## src/common/stream_checker_defs.svh

```systemverilog
// Purpose: shared constants of the stream pattern checker csr block
// Assumes: included by the package and directly by the design and the testbench
// Notes: offsets are word indices; byte address is four times the index
`ifndef STREAM_CHECKER_DEFS_SVH
`define STREAM_CHECKER_DEFS_SVH

// ----------------------------------------------------------------------
// register word indices
// ----------------------------------------------------------------------
`define IDX_CHECKER_INFO 3'h0
`define IDX_CHECKER_CTRL 3'h1
`define IDX_FAULT_RECORD 3'h5
`define IDX_VIEW_SELECT 3'h6
`define IDX_VIEW_TOTALS 3'h7

// ----------------------------------------------------------------------
// build-time configuration; the first four are reported in the info register
// ----------------------------------------------------------------------
// identity value is arbitrary
`define CORE_IDENTIFIER 16'h00C3
`define CHANNEL_COUNT_CFG 8'h04
`define SYMBOLS_PER_BEAT_CFG 7'h04
`define PACKET_SUPPORT_FLAG 1'h1
`define NUM_CH 4
`define CH_BITS 2
`define SYM_BITS 8
`define DATA_BITS 32

// ----------------------------------------------------------------------
// control field positions and values
// ----------------------------------------------------------------------
`define CTRL_ENABLE_BIT 0
`define CTRL_RATE_LSB 8
`define CTRL_RATE_MSB 16
`define CTRL_CLEAR_BIT 17
`define RATE_FULL 9'h100
`define RATE_RESET 9'h100
`define LFSR_SEED 8'h01
`define LFSR_TAPS 8'hB8
`define CNT_MAX 16'hFFFF

`endif

```

## src/common/stream_checker_pkg.sv

```systemverilog
// Purpose: types shared by the stream pattern checker csr block
// Assumes: constants come from the defs header
// Notes: all carriers are packed structs
`include "stream_checker_defs.svh"

package stream_checker_pkg;

  // ----------------------------------------------------------------------
  // apb request from the master
  // ----------------------------------------------------------------------
  typedef struct packed {
    logic psel;
    logic penable;
    logic pwrite;
    logic [11:0] paddr;
    logic [31:0] pwdata;
  } apb_req_s;

  // ----------------------------------------------------------------------
  // one beat of the incoming stream
  // ----------------------------------------------------------------------
  typedef struct packed {
    logic valid;
    logic [`DATA_BITS-1:0] data;
    logic [7:0] channel;
    logic sop;
    logic eop;
    logic [7:0] error;
  } stream_beat_s;

  // ----------------------------------------------------------------------
  // whole state of the checker
  // ----------------------------------------------------------------------
  typedef struct packed {
    logic enable;
    logic [8:0] rate;
    logic clear;
    logic [7:0] view_ch;
    logic fault_valid;
    logic [31:0] fault_word;
    logic [7:0] lfsr;
    logic ready;
    logic pready;
    logic [31:0] prdata;
    logic [`NUM_CH-1:0] in_pkt;
    logic [`NUM_CH-1:0][7:0] expect_sym;
    logic [`NUM_CH-1:0][15:0] pkt_cnt;
    logic [`NUM_CH-1:0][15:0] sym_cnt;
    logic [`NUM_CH-1:0][15:0] err_cnt;
  } csr_state_s;

endpackage : stream_checker_pkg

```

## src/core/stream_pattern_checker_csr.sv

```systemverilog
// Purpose: control, status and per-channel statistics of a stream checker
// Assumes: stream source and apb master run on core_clk
// Notes: apb access phase takes two cycles; outputs come from flops
//
// The APB register port is this design's own decision.
`include "stream_checker_defs.svh"

// Function
// - registers are 32 bits at word indices; indices two to four reserved
// - info bits 15..0 read a fixed identity code
// - info bits 23..16 read the built channel count
// - info bits 30..24 read the built symbols per beat
// - info bit 31 reads one when packets are supported
// - control bit 0 is read/write and enables the checker
// - control bits 16..8 hold rate 0..256, gated by a pseudorandom source
// - rate zero stops, 255 and 256 are full, others give proportional rate
// - while control bit 17 is one all counters and statistics stay cleared
// - fault record reads all zero when no exception was seen
// - fault bit 0 flags a data mismatch
// - fault bit 1 flags a missing start of packet
// - fault bit 2 flags a missing end of packet
// - fault bits 15..8 capture the stream error signal
// - fault bits 31..24 hold the exception's channel
// - select bits 7..0 read/write choose the viewed channel
// - select bits 31..16 read the selected channel's error count
// - totals bits 15..0 read the selected channel's packet count
// - totals bits 31..16 read the selected channel's symbol count
module stream_pattern_checker_csr (
  input wire logic core_clk,
  input wire logic resetn,
  input wire stream_checker_pkg::apb_req_s apb_req,
  output logic [31:0] prdata,
  output logic pready,
  input wire stream_checker_pkg::stream_beat_s beat,
  output logic beat_ready
);

  stream_checker_pkg::csr_state_s s_r;
  stream_checker_pkg::csr_state_s s_nxt;

  // ----------------------------------------------------------------------
  // helpers
  // ----------------------------------------------------------------------
  // saturating add keeps totals pinned at the top instead of wrapping
  function automatic logic [15:0] sat_add(input logic [15:0] v,
                                          input logic [15:0] inc);
    logic [16:0] sum;
    sum = {1'b0, v} + {1'b0, inc};
    sat_add = sum[16] ? `CNT_MAX : sum[15:0];
  endfunction : sat_add

  logic [31:0] info_word;
  logic [31:0] ctrl_word;
  logic [31:0] select_word;
  logic [31:0] totals_word;
  logic [`CH_BITS-1:0] view_idx;
  logic view_ok;

  // fixed build description
  assign info_word = {`PACKET_SUPPORT_FLAG,
                      `SYMBOLS_PER_BEAT_CFG,
                      `CHANNEL_COUNT_CFG,
                      `CORE_IDENTIFIER};

  // control read-back, reserved bits zero
  assign ctrl_word = {14'h0000, s_r.clear, s_r.rate, 7'h00,
                      s_r.enable};

  // a selector past the last channel shows zero totals
  assign view_ok = ({1'b0, s_r.view_ch} < 9'(`NUM_CH));
  assign view_idx = s_r.view_ch[`CH_BITS-1:0];
  assign select_word = {view_ok ? s_r.err_cnt[view_idx] : 16'h0000,
                        8'h00, s_r.view_ch};
  assign totals_word = view_ok ? {s_r.sym_cnt[view_idx],
                                  s_r.pkt_cnt[view_idx]}
                               : 32'h0000_0000;

  // ----------------------------------------------------------------------
  // apb decode
  // ----------------------------------------------------------------------
  logic [2:0] word_idx;
  logic in_range;
  logic access;
  logic commit;
  logic [31:0] rd_mux;

  assign word_idx = apb_req.paddr[4:2];
  assign in_range = (apb_req.paddr[11:5] == 7'h00);
  assign access = apb_req.psel && apb_req.penable;
  assign commit = access && s_r.pready;

  // read mux; holes and addresses beyond the map read zero
  always_comb begin
    rd_mux = 32'h0000_0000;
    if (!in_range) begin
      rd_mux = 32'h0000_0000;
    end else if (word_idx == `IDX_CHECKER_INFO) begin
      rd_mux = info_word;
    end else if (word_idx == `IDX_CHECKER_CTRL) begin
      rd_mux = ctrl_word;
    end else if (word_idx == `IDX_FAULT_RECORD) begin
      rd_mux = s_r.fault_valid ? s_r.fault_word : 32'h0000_0000;
    end else if (word_idx == `IDX_VIEW_SELECT) begin
      rd_mux = select_word;
    end else if (word_idx == `IDX_VIEW_TOTALS) begin
      rd_mux = totals_word;
    end
  end

  // ----------------------------------------------------------------------
  // stream checking terms
  // ----------------------------------------------------------------------
  logic accept;
  logic ch_ok;
  logic [`CH_BITS-1:0] ch;
  logic [7:0] base_sym;
  logic data_bad;
  logic sop_missing;
  logic eop_missing;
  logic signalled;
  logic rate_pass;

  assign accept = beat.valid && s_r.ready;
  assign ch_ok = ({1'b0, beat.channel} < 9'(`NUM_CH));
  assign ch = beat.channel[`CH_BITS-1:0];
  // pattern restarts at zero on each packet start
  assign base_sym = (`PACKET_SUPPORT_FLAG && beat.sop) ? 8'h00
                                                       : s_r.expect_sym[ch];

  // each symbol of a beat is expected to step by one
  always_comb begin
    data_bad = 1'b0;
    for (int k = 0; k < 4; k++) begin
      if (beat.data[k*`SYM_BITS +: `SYM_BITS] != 8'(base_sym + 8'(k))) begin
        data_bad = 1'b1;
      end
    end
  end

  // boundary faults only exist when packets are built in
  assign sop_missing = `PACKET_SUPPORT_FLAG && !s_r.in_pkt[ch] &&
                       !beat.sop;
  assign eop_missing = `PACKET_SUPPORT_FLAG && s_r.in_pkt[ch] &&
                       beat.sop;
  assign signalled = (beat.error != 8'h00);

  // lfsr runs 1..255, so lfsr-1 covers 0..254 against the rate value;
  // rate 255 therefore already passes every cycle like full, a cheap trade for 8 bits
  assign rate_pass = (s_r.rate >= `RATE_FULL) ||
                     ({1'b0, 8'(s_r.lfsr - 8'h01)} < s_r.rate);

  // ----------------------------------------------------------------------
  // next state
  // ----------------------------------------------------------------------
  always_comb begin
    s_nxt = s_r;
    s_nxt.pready = 1'b0;

    // first access cycle loads read data, second completes the transfer
    if (access && !s_r.pready) begin
      s_nxt.pready = 1'b1;
      s_nxt.prdata = rd_mux;
    end

    // writes land only at the completing edge
    if (commit && apb_req.pwrite && in_range) begin
      if (word_idx == `IDX_CHECKER_CTRL) begin
        s_nxt.enable = apb_req.pwdata[`CTRL_ENABLE_BIT];
        // values above full rate are clamped to full rate
        s_nxt.rate = (apb_req.pwdata[`CTRL_RATE_MSB:`CTRL_RATE_LSB] >
                      `RATE_FULL) ? `RATE_FULL :
                     apb_req.pwdata[`CTRL_RATE_MSB:`CTRL_RATE_LSB];
        s_nxt.clear = apb_req.pwdata[`CTRL_CLEAR_BIT];
      end else if (word_idx == `IDX_VIEW_SELECT) begin
        s_nxt.view_ch = apb_req.pwdata[7:0];
      end
    end

    // pseudorandom source for rate gating
    s_nxt.lfsr = s_r.lfsr[0] ? ((s_r.lfsr >> 1) ^ `LFSR_TAPS)
                             : (s_r.lfsr >> 1);
    s_nxt.ready = s_r.enable && !s_r.clear && (s_r.rate != 9'h000) &&
                  rate_pass;

    // accepted beat updates its channel
    if (accept && ch_ok) begin
      s_nxt.expect_sym[ch] = 8'(base_sym + 8'(`SYMBOLS_PER_BEAT_CFG));
      s_nxt.sym_cnt[ch] = sat_add(s_r.sym_cnt[ch],
                                  16'(`SYMBOLS_PER_BEAT_CFG));
      if (data_bad) begin
        s_nxt.err_cnt[ch] = sat_add(s_r.err_cnt[ch], 16'h0001);
      end
      if (`PACKET_SUPPORT_FLAG) begin
        s_nxt.in_pkt[ch] = !beat.eop;
        if (beat.eop) begin
          s_nxt.pkt_cnt[ch] = sat_add(s_r.pkt_cnt[ch], 16'h0001);
        end
      end else begin
        s_nxt.pkt_cnt[ch] = sat_add(s_r.pkt_cnt[ch], 16'h0001);
      end
      // only the first exception is recorded until the next clear
      if (!s_r.fault_valid &&
          (data_bad || sop_missing || eop_missing || signalled)) begin
        s_nxt.fault_valid = 1'b1;
        s_nxt.fault_word = {beat.channel,
                            8'h00,
                            beat.error,
                            5'h00,
                            eop_missing,
                            sop_missing,
                            data_bad};
      end
    end

    // the clear holds the statistics, packet state and fault record at zero for as long as it is set
    if (s_r.clear) begin
      s_nxt.in_pkt = '0;
      s_nxt.expect_sym = '0;
      s_nxt.pkt_cnt = '0;
      s_nxt.sym_cnt = '0;
      s_nxt.err_cnt = '0;
      s_nxt.fault_valid = 1'b0;
      s_nxt.fault_word = 32'h0000_0000;
    end
  end

  // ----------------------------------------------------------------------
  // state register
  // ----------------------------------------------------------------------
  always_ff @(posedge core_clk) begin
    if (!resetn) begin
      s_r <= '0;
      s_r.rate <= `RATE_RESET;
      s_r.lfsr <= `LFSR_SEED;
    end else begin
      s_r <= s_nxt;
    end
  end

  // outputs straight from flops
  assign prdata = s_r.prdata;
  assign pready = s_r.pready;
  assign beat_ready = s_r.ready;

  logic rd_commit;
  assign rd_commit = commit && !apb_req.pwrite && in_range;
endmodule : stream_pattern_checker_csr

```

## config.mk

```make
export PLATFORM = sky130hd
export DESIGN_NAME = stream_pattern_checker_csr
export DESIGN_NICKNAME = d
export VERILOG_FILES = /design/src/common/stream_checker_pkg.sv /design/src/core/stream_pattern_checker_csr.sv
export VERILOG_INCLUDE_DIRS = /design/src /design/src/common
export SDC_FILE = /design/constraint.sdc
export NUM_CORES = 1
export LEC_CHECK = 0
export BUFFER_PORTS_ARGS = -buffer_cell sky130_fd_sc_hd__clkbuf_2
export CAP_MARGIN = 0
export CORE_ASPECT_RATIO = 1.75
export CORE_UTILIZATION = 55
export CTS_BUF_LIST = sky130_fd_sc_hd__clkbuf_8 sky130_fd_sc_hd__clkbuf_16
export DETAILED_ROUTE_END_ITERATION = 16
export PLACE_DENSITY = 0.77
export SLEW_MARGIN = 20
export SYNTH_ARGS = -nofsm -noshare
export SYNTH_HDL_FRONTEND = slang
export SYNTH_SLANG_ARGS = --single-unit
```

## constraint.sdc

```tcl
create_clock -name core_clk -period 5.19 [get_ports core_clk]
set_input_delay 1.2975 -clock core_clk [delete_from_list [all_inputs] [get_ports core_clk]]
set_output_delay 1.2975 -clock core_clk [all_outputs]
set_load 0.05 [all_outputs]
```

==> results.json <==
{
  "status": "complete, no violations",
  "synth_nets": 1922,
  "clk_path_buf_depth": 3,
  "htreeDepth": 1,
  "grt_antenna_before_repair": 0,
  "die_y_um": 231,
  "ys_warn_count": 0,
  "worst_pin_slew_ns": 1.11,
  "cp_max_fo": 11,
  "grt_max_degree": 100,
  "dieArea_mm2": 0.0308,
  "setup_violations": 0,
  "grt_pass1_vias": 13700,
  "cts_hold_buf": 0,
  "row_count": 83,
  "hold_violations": 0,
  "antenna_cells": 0,
  "syn_inst": 1806,
  "end_kind": "flip-flop",
  "wl_per_cell_um": 19.0,
  "globalRouteTotalUtil_pct": 27.9,
  "post_cts_resized": 0,
  "drive_gt1_share_pct": 19.0,
  "crit_path_top_delay_cell": "or4b_1",
  "cts_setup_buffers": 0,
  "hold_path.class": "reg -> reg",
  "vias": 13800,
  "drc": 0,
  "fin_util_pct": 62.1,
  "place_congestion": 0.928,
  "start_kind": "input port",
  "avgSynthCellArea_um2": 9.16,
  "ios": 134,
  "power_density_mw_per_mm2": 278,
  "holdWs_ns": 0.471,
  "peakVddDrop_v": 0.000253,
  "async_flop_share_pct": 0,
  "fmax_mhz": 209,
  "cts_tree": "built",
  "synth_edf_count": 0,
  "ys.flop_type": "dfxtp_1",
  "drtIter0Drc": 903,
  "cts_num_sinks": 309,
  "path_cells": "buf_4 -> mux4_2 -> inv_1 -> nor2_1 -> ha_1 -> nand2_1 -> xnor2_1 -> a221o_1 -> a211o_1 -> nor4_2 -> nand4_1 -> or4b_1 -> a21oi_1 -> nor2_1",
  "finalNetCount": 1956,
  "clkLatencyLatePin_ns": 0.56,
  "cp.required_ns": 5.59,
  "design.core.area_mm2": 0.0295,
  "path_common_cell": "nor2_1",
  "min_period_ns": 4.78,
  "synth.cell_area_mm2": 0.0165,
  "areaGrowthSynthToFinish_pct": 10.7,
  "dpl.hpwl_um": 29800,
  "max_cap_violations": 0,
  "slew_headroom_pct": 26.3,
  "fill_cells": 2431,
  "clk_pin_slew_ns": 0.07,
  "ys_seq_area_share_pct": 37.4,
  "drv_slew": 0,
  "power.leakage_nw": 6.71,
  "rsz0062_at_grt": "false",
  "grt_overflow": 0,
  "dr_wl_met2_um": 22600,
  "highest_layer": "met4",
  "route.met3.wl_um": 2270,
  "io_buffer_count": 117,
  "cts_root_buf": "clkbuf_16",
  "grt_pass1_wl_um": 69200,
  "ys_ff_latch": 309,
  "die_w_um": 133,
  "start_util_pct": 56.1,
  "cts_buffers": 29,
  "critical-path-max-stage-delay_ns": 0.83,
  "vias_per_cell": 6.13,
  "arrival_ns": 5.19,
  "fin_worst_skew_ns": 0.0134,
  "m1WireLength_um": 15900,
  "period_share_pct": 92.2,
  "drt-total-wl_um": 42600,
  "ys_types": 71,
  "antenna_left": 0,
  "critical_path_class": "in -> reg",
  "first_pass_iters": 5
}
layout make-up:
cell class	count	area [µm²]	share of cell area, %
well taps	382	478	2.61
clock inverters	21	335	1.83
repair buffers	168	1010	5.49
flip-flops and latches	309	6190	33.8
inverters	35	131	0.717
clock buffers	32	767	4.19
multi-input cells	1297	9410	51.4
metrics by stage:
step | std cells | setup TNS (ns) | area, µm² | total power, W | setup slack [ns]
detailed placement | 2190 | -0.368 | 17200 | 0.00269 | -0.0738
global placement | 2190 | 0 | 17200 | 0.00268 | 0.0208
finish | 2244 | 0 | 18300 | 0.00509 | 0.405
CTS | 2243 | 0 | 18300 | 0.00512 | 0.502
global route | 2244 | 0 | 18300 | 0.00523 | 0.190
floorplan | 1806 | 0 | 16500 | 0.00260 | 0.0500
per-layer routing:
layer | track usage (%) | vias up
met2 | 52.2 | 500
met3 | 3.13 | 121
met1 | 31.2 | 6619
li1 | - | 6524
met5 | 0 | -
met4 | 12.9 | 0
synth_stat cells (5+ instances only):
library cell    n  share of area [%]
dfxtp_1       309                 37
nor2_1        298                6.8
nand2_1       196                4.4
a211oi_1      115                5.2
a21oi_1       106                3.2
mux4_2        103                 14
clkbuf_1       96                2.2
mux2i_1        87                5.3
o21ai_0        50                1.5
xnor2_1        48                2.5
buf_4          38                1.7
inv_1          35               0.79
nand3_1        32               0.97
a22oi_1        24                1.1
xor2_1         20                1.1
nor3_1         19               0.57
buf_1          17               0.39
ha_1           16                1.2
nor3b_1        15               0.68
nand4_1        14               0.53
and2_1         13               0.49
and3_1         10               0.38
nor4_1         10               0.38
o22ai_1        10               0.38
nand2b_1        9               0.34
buf_2           7               0.21
nor2b_1         7               0.26
o21a_1          7               0.32
mux2_2          6               0.41
or2_2           6               0.23
o32ai_1         5               0.26
cell usage in the layout, fill, tap and decap left out, drive strengths merged, types with 5 or more instances in the layout:
cell	n
mux2	6
buf	53
nor4	11
ha	16
o21ai	50
nand3	32
inv	39
nand4	14
nor2b	7
a22oi	25
mux4	104
o21a	7
mux2i	87
nand2b	9
nor3b	15
nor2	298
dfxtp	309
xnor2	48
and2	13
clkbuf	147
and3	10
nand2	201
o32ai	5
clkinv	7
a211oi	115
or2	6
xor2	20
bufinv	9
nor3	19
o22ai	10
a21oi	106
report_power, final:
group | internal, W | leakage, nW | switching [W]
Clock | 0.00151 | 0.556 | 0.000949
Sequential | 0.00237 | 2.49 | 0.00000632
Combinational | 0.0000992 | 3.67 | 0.000156
path summary, 6_finish.rpt:
path	to	from	slack, ns	cells past startpoint
max	s_r[302]	beat[10]	0.41	14
min	s_r[196]	s_r[196]	0.47	2
max reg2reg	s_r[302]	s_r[218]	1.05	13
min reg2reg	s_r[196]	s_r[196]	0.47	2
worst max-delay path, delay by kind of cell:
kind	cells	cell delay [ns]
AO/OA/AOI/OAI	3	0.80
XOR/XNOR	1	0.17
adder cells (fa/ha/maj)	1	0.37
buffers and inverters	2	0.20
multiplexers	1	0.36
AND/OR/NAND/NOR	6	1.98
state kept, by name, summed over array words and instances (netlist names):
register and count:
prdata 32, ctrl_word 11, beat_ready 1, s_r 264
pready 1
logic make-up (layout without fill, tap and decap cells):
logic type      after synthesis  after routing  share of synthesized area [%]
compound gates              354            354                           14.0
xor+xnor                     68             68                           3.60
fa+ha+maj                    16             16                           1.21
buf+inv                     200            256                           5.92
flops                       309            309                           37.4
mux                         197            197                           19.9
simple gates                662            662                           18.1
No activity file was read; power rests on OpenSTA's default activity.
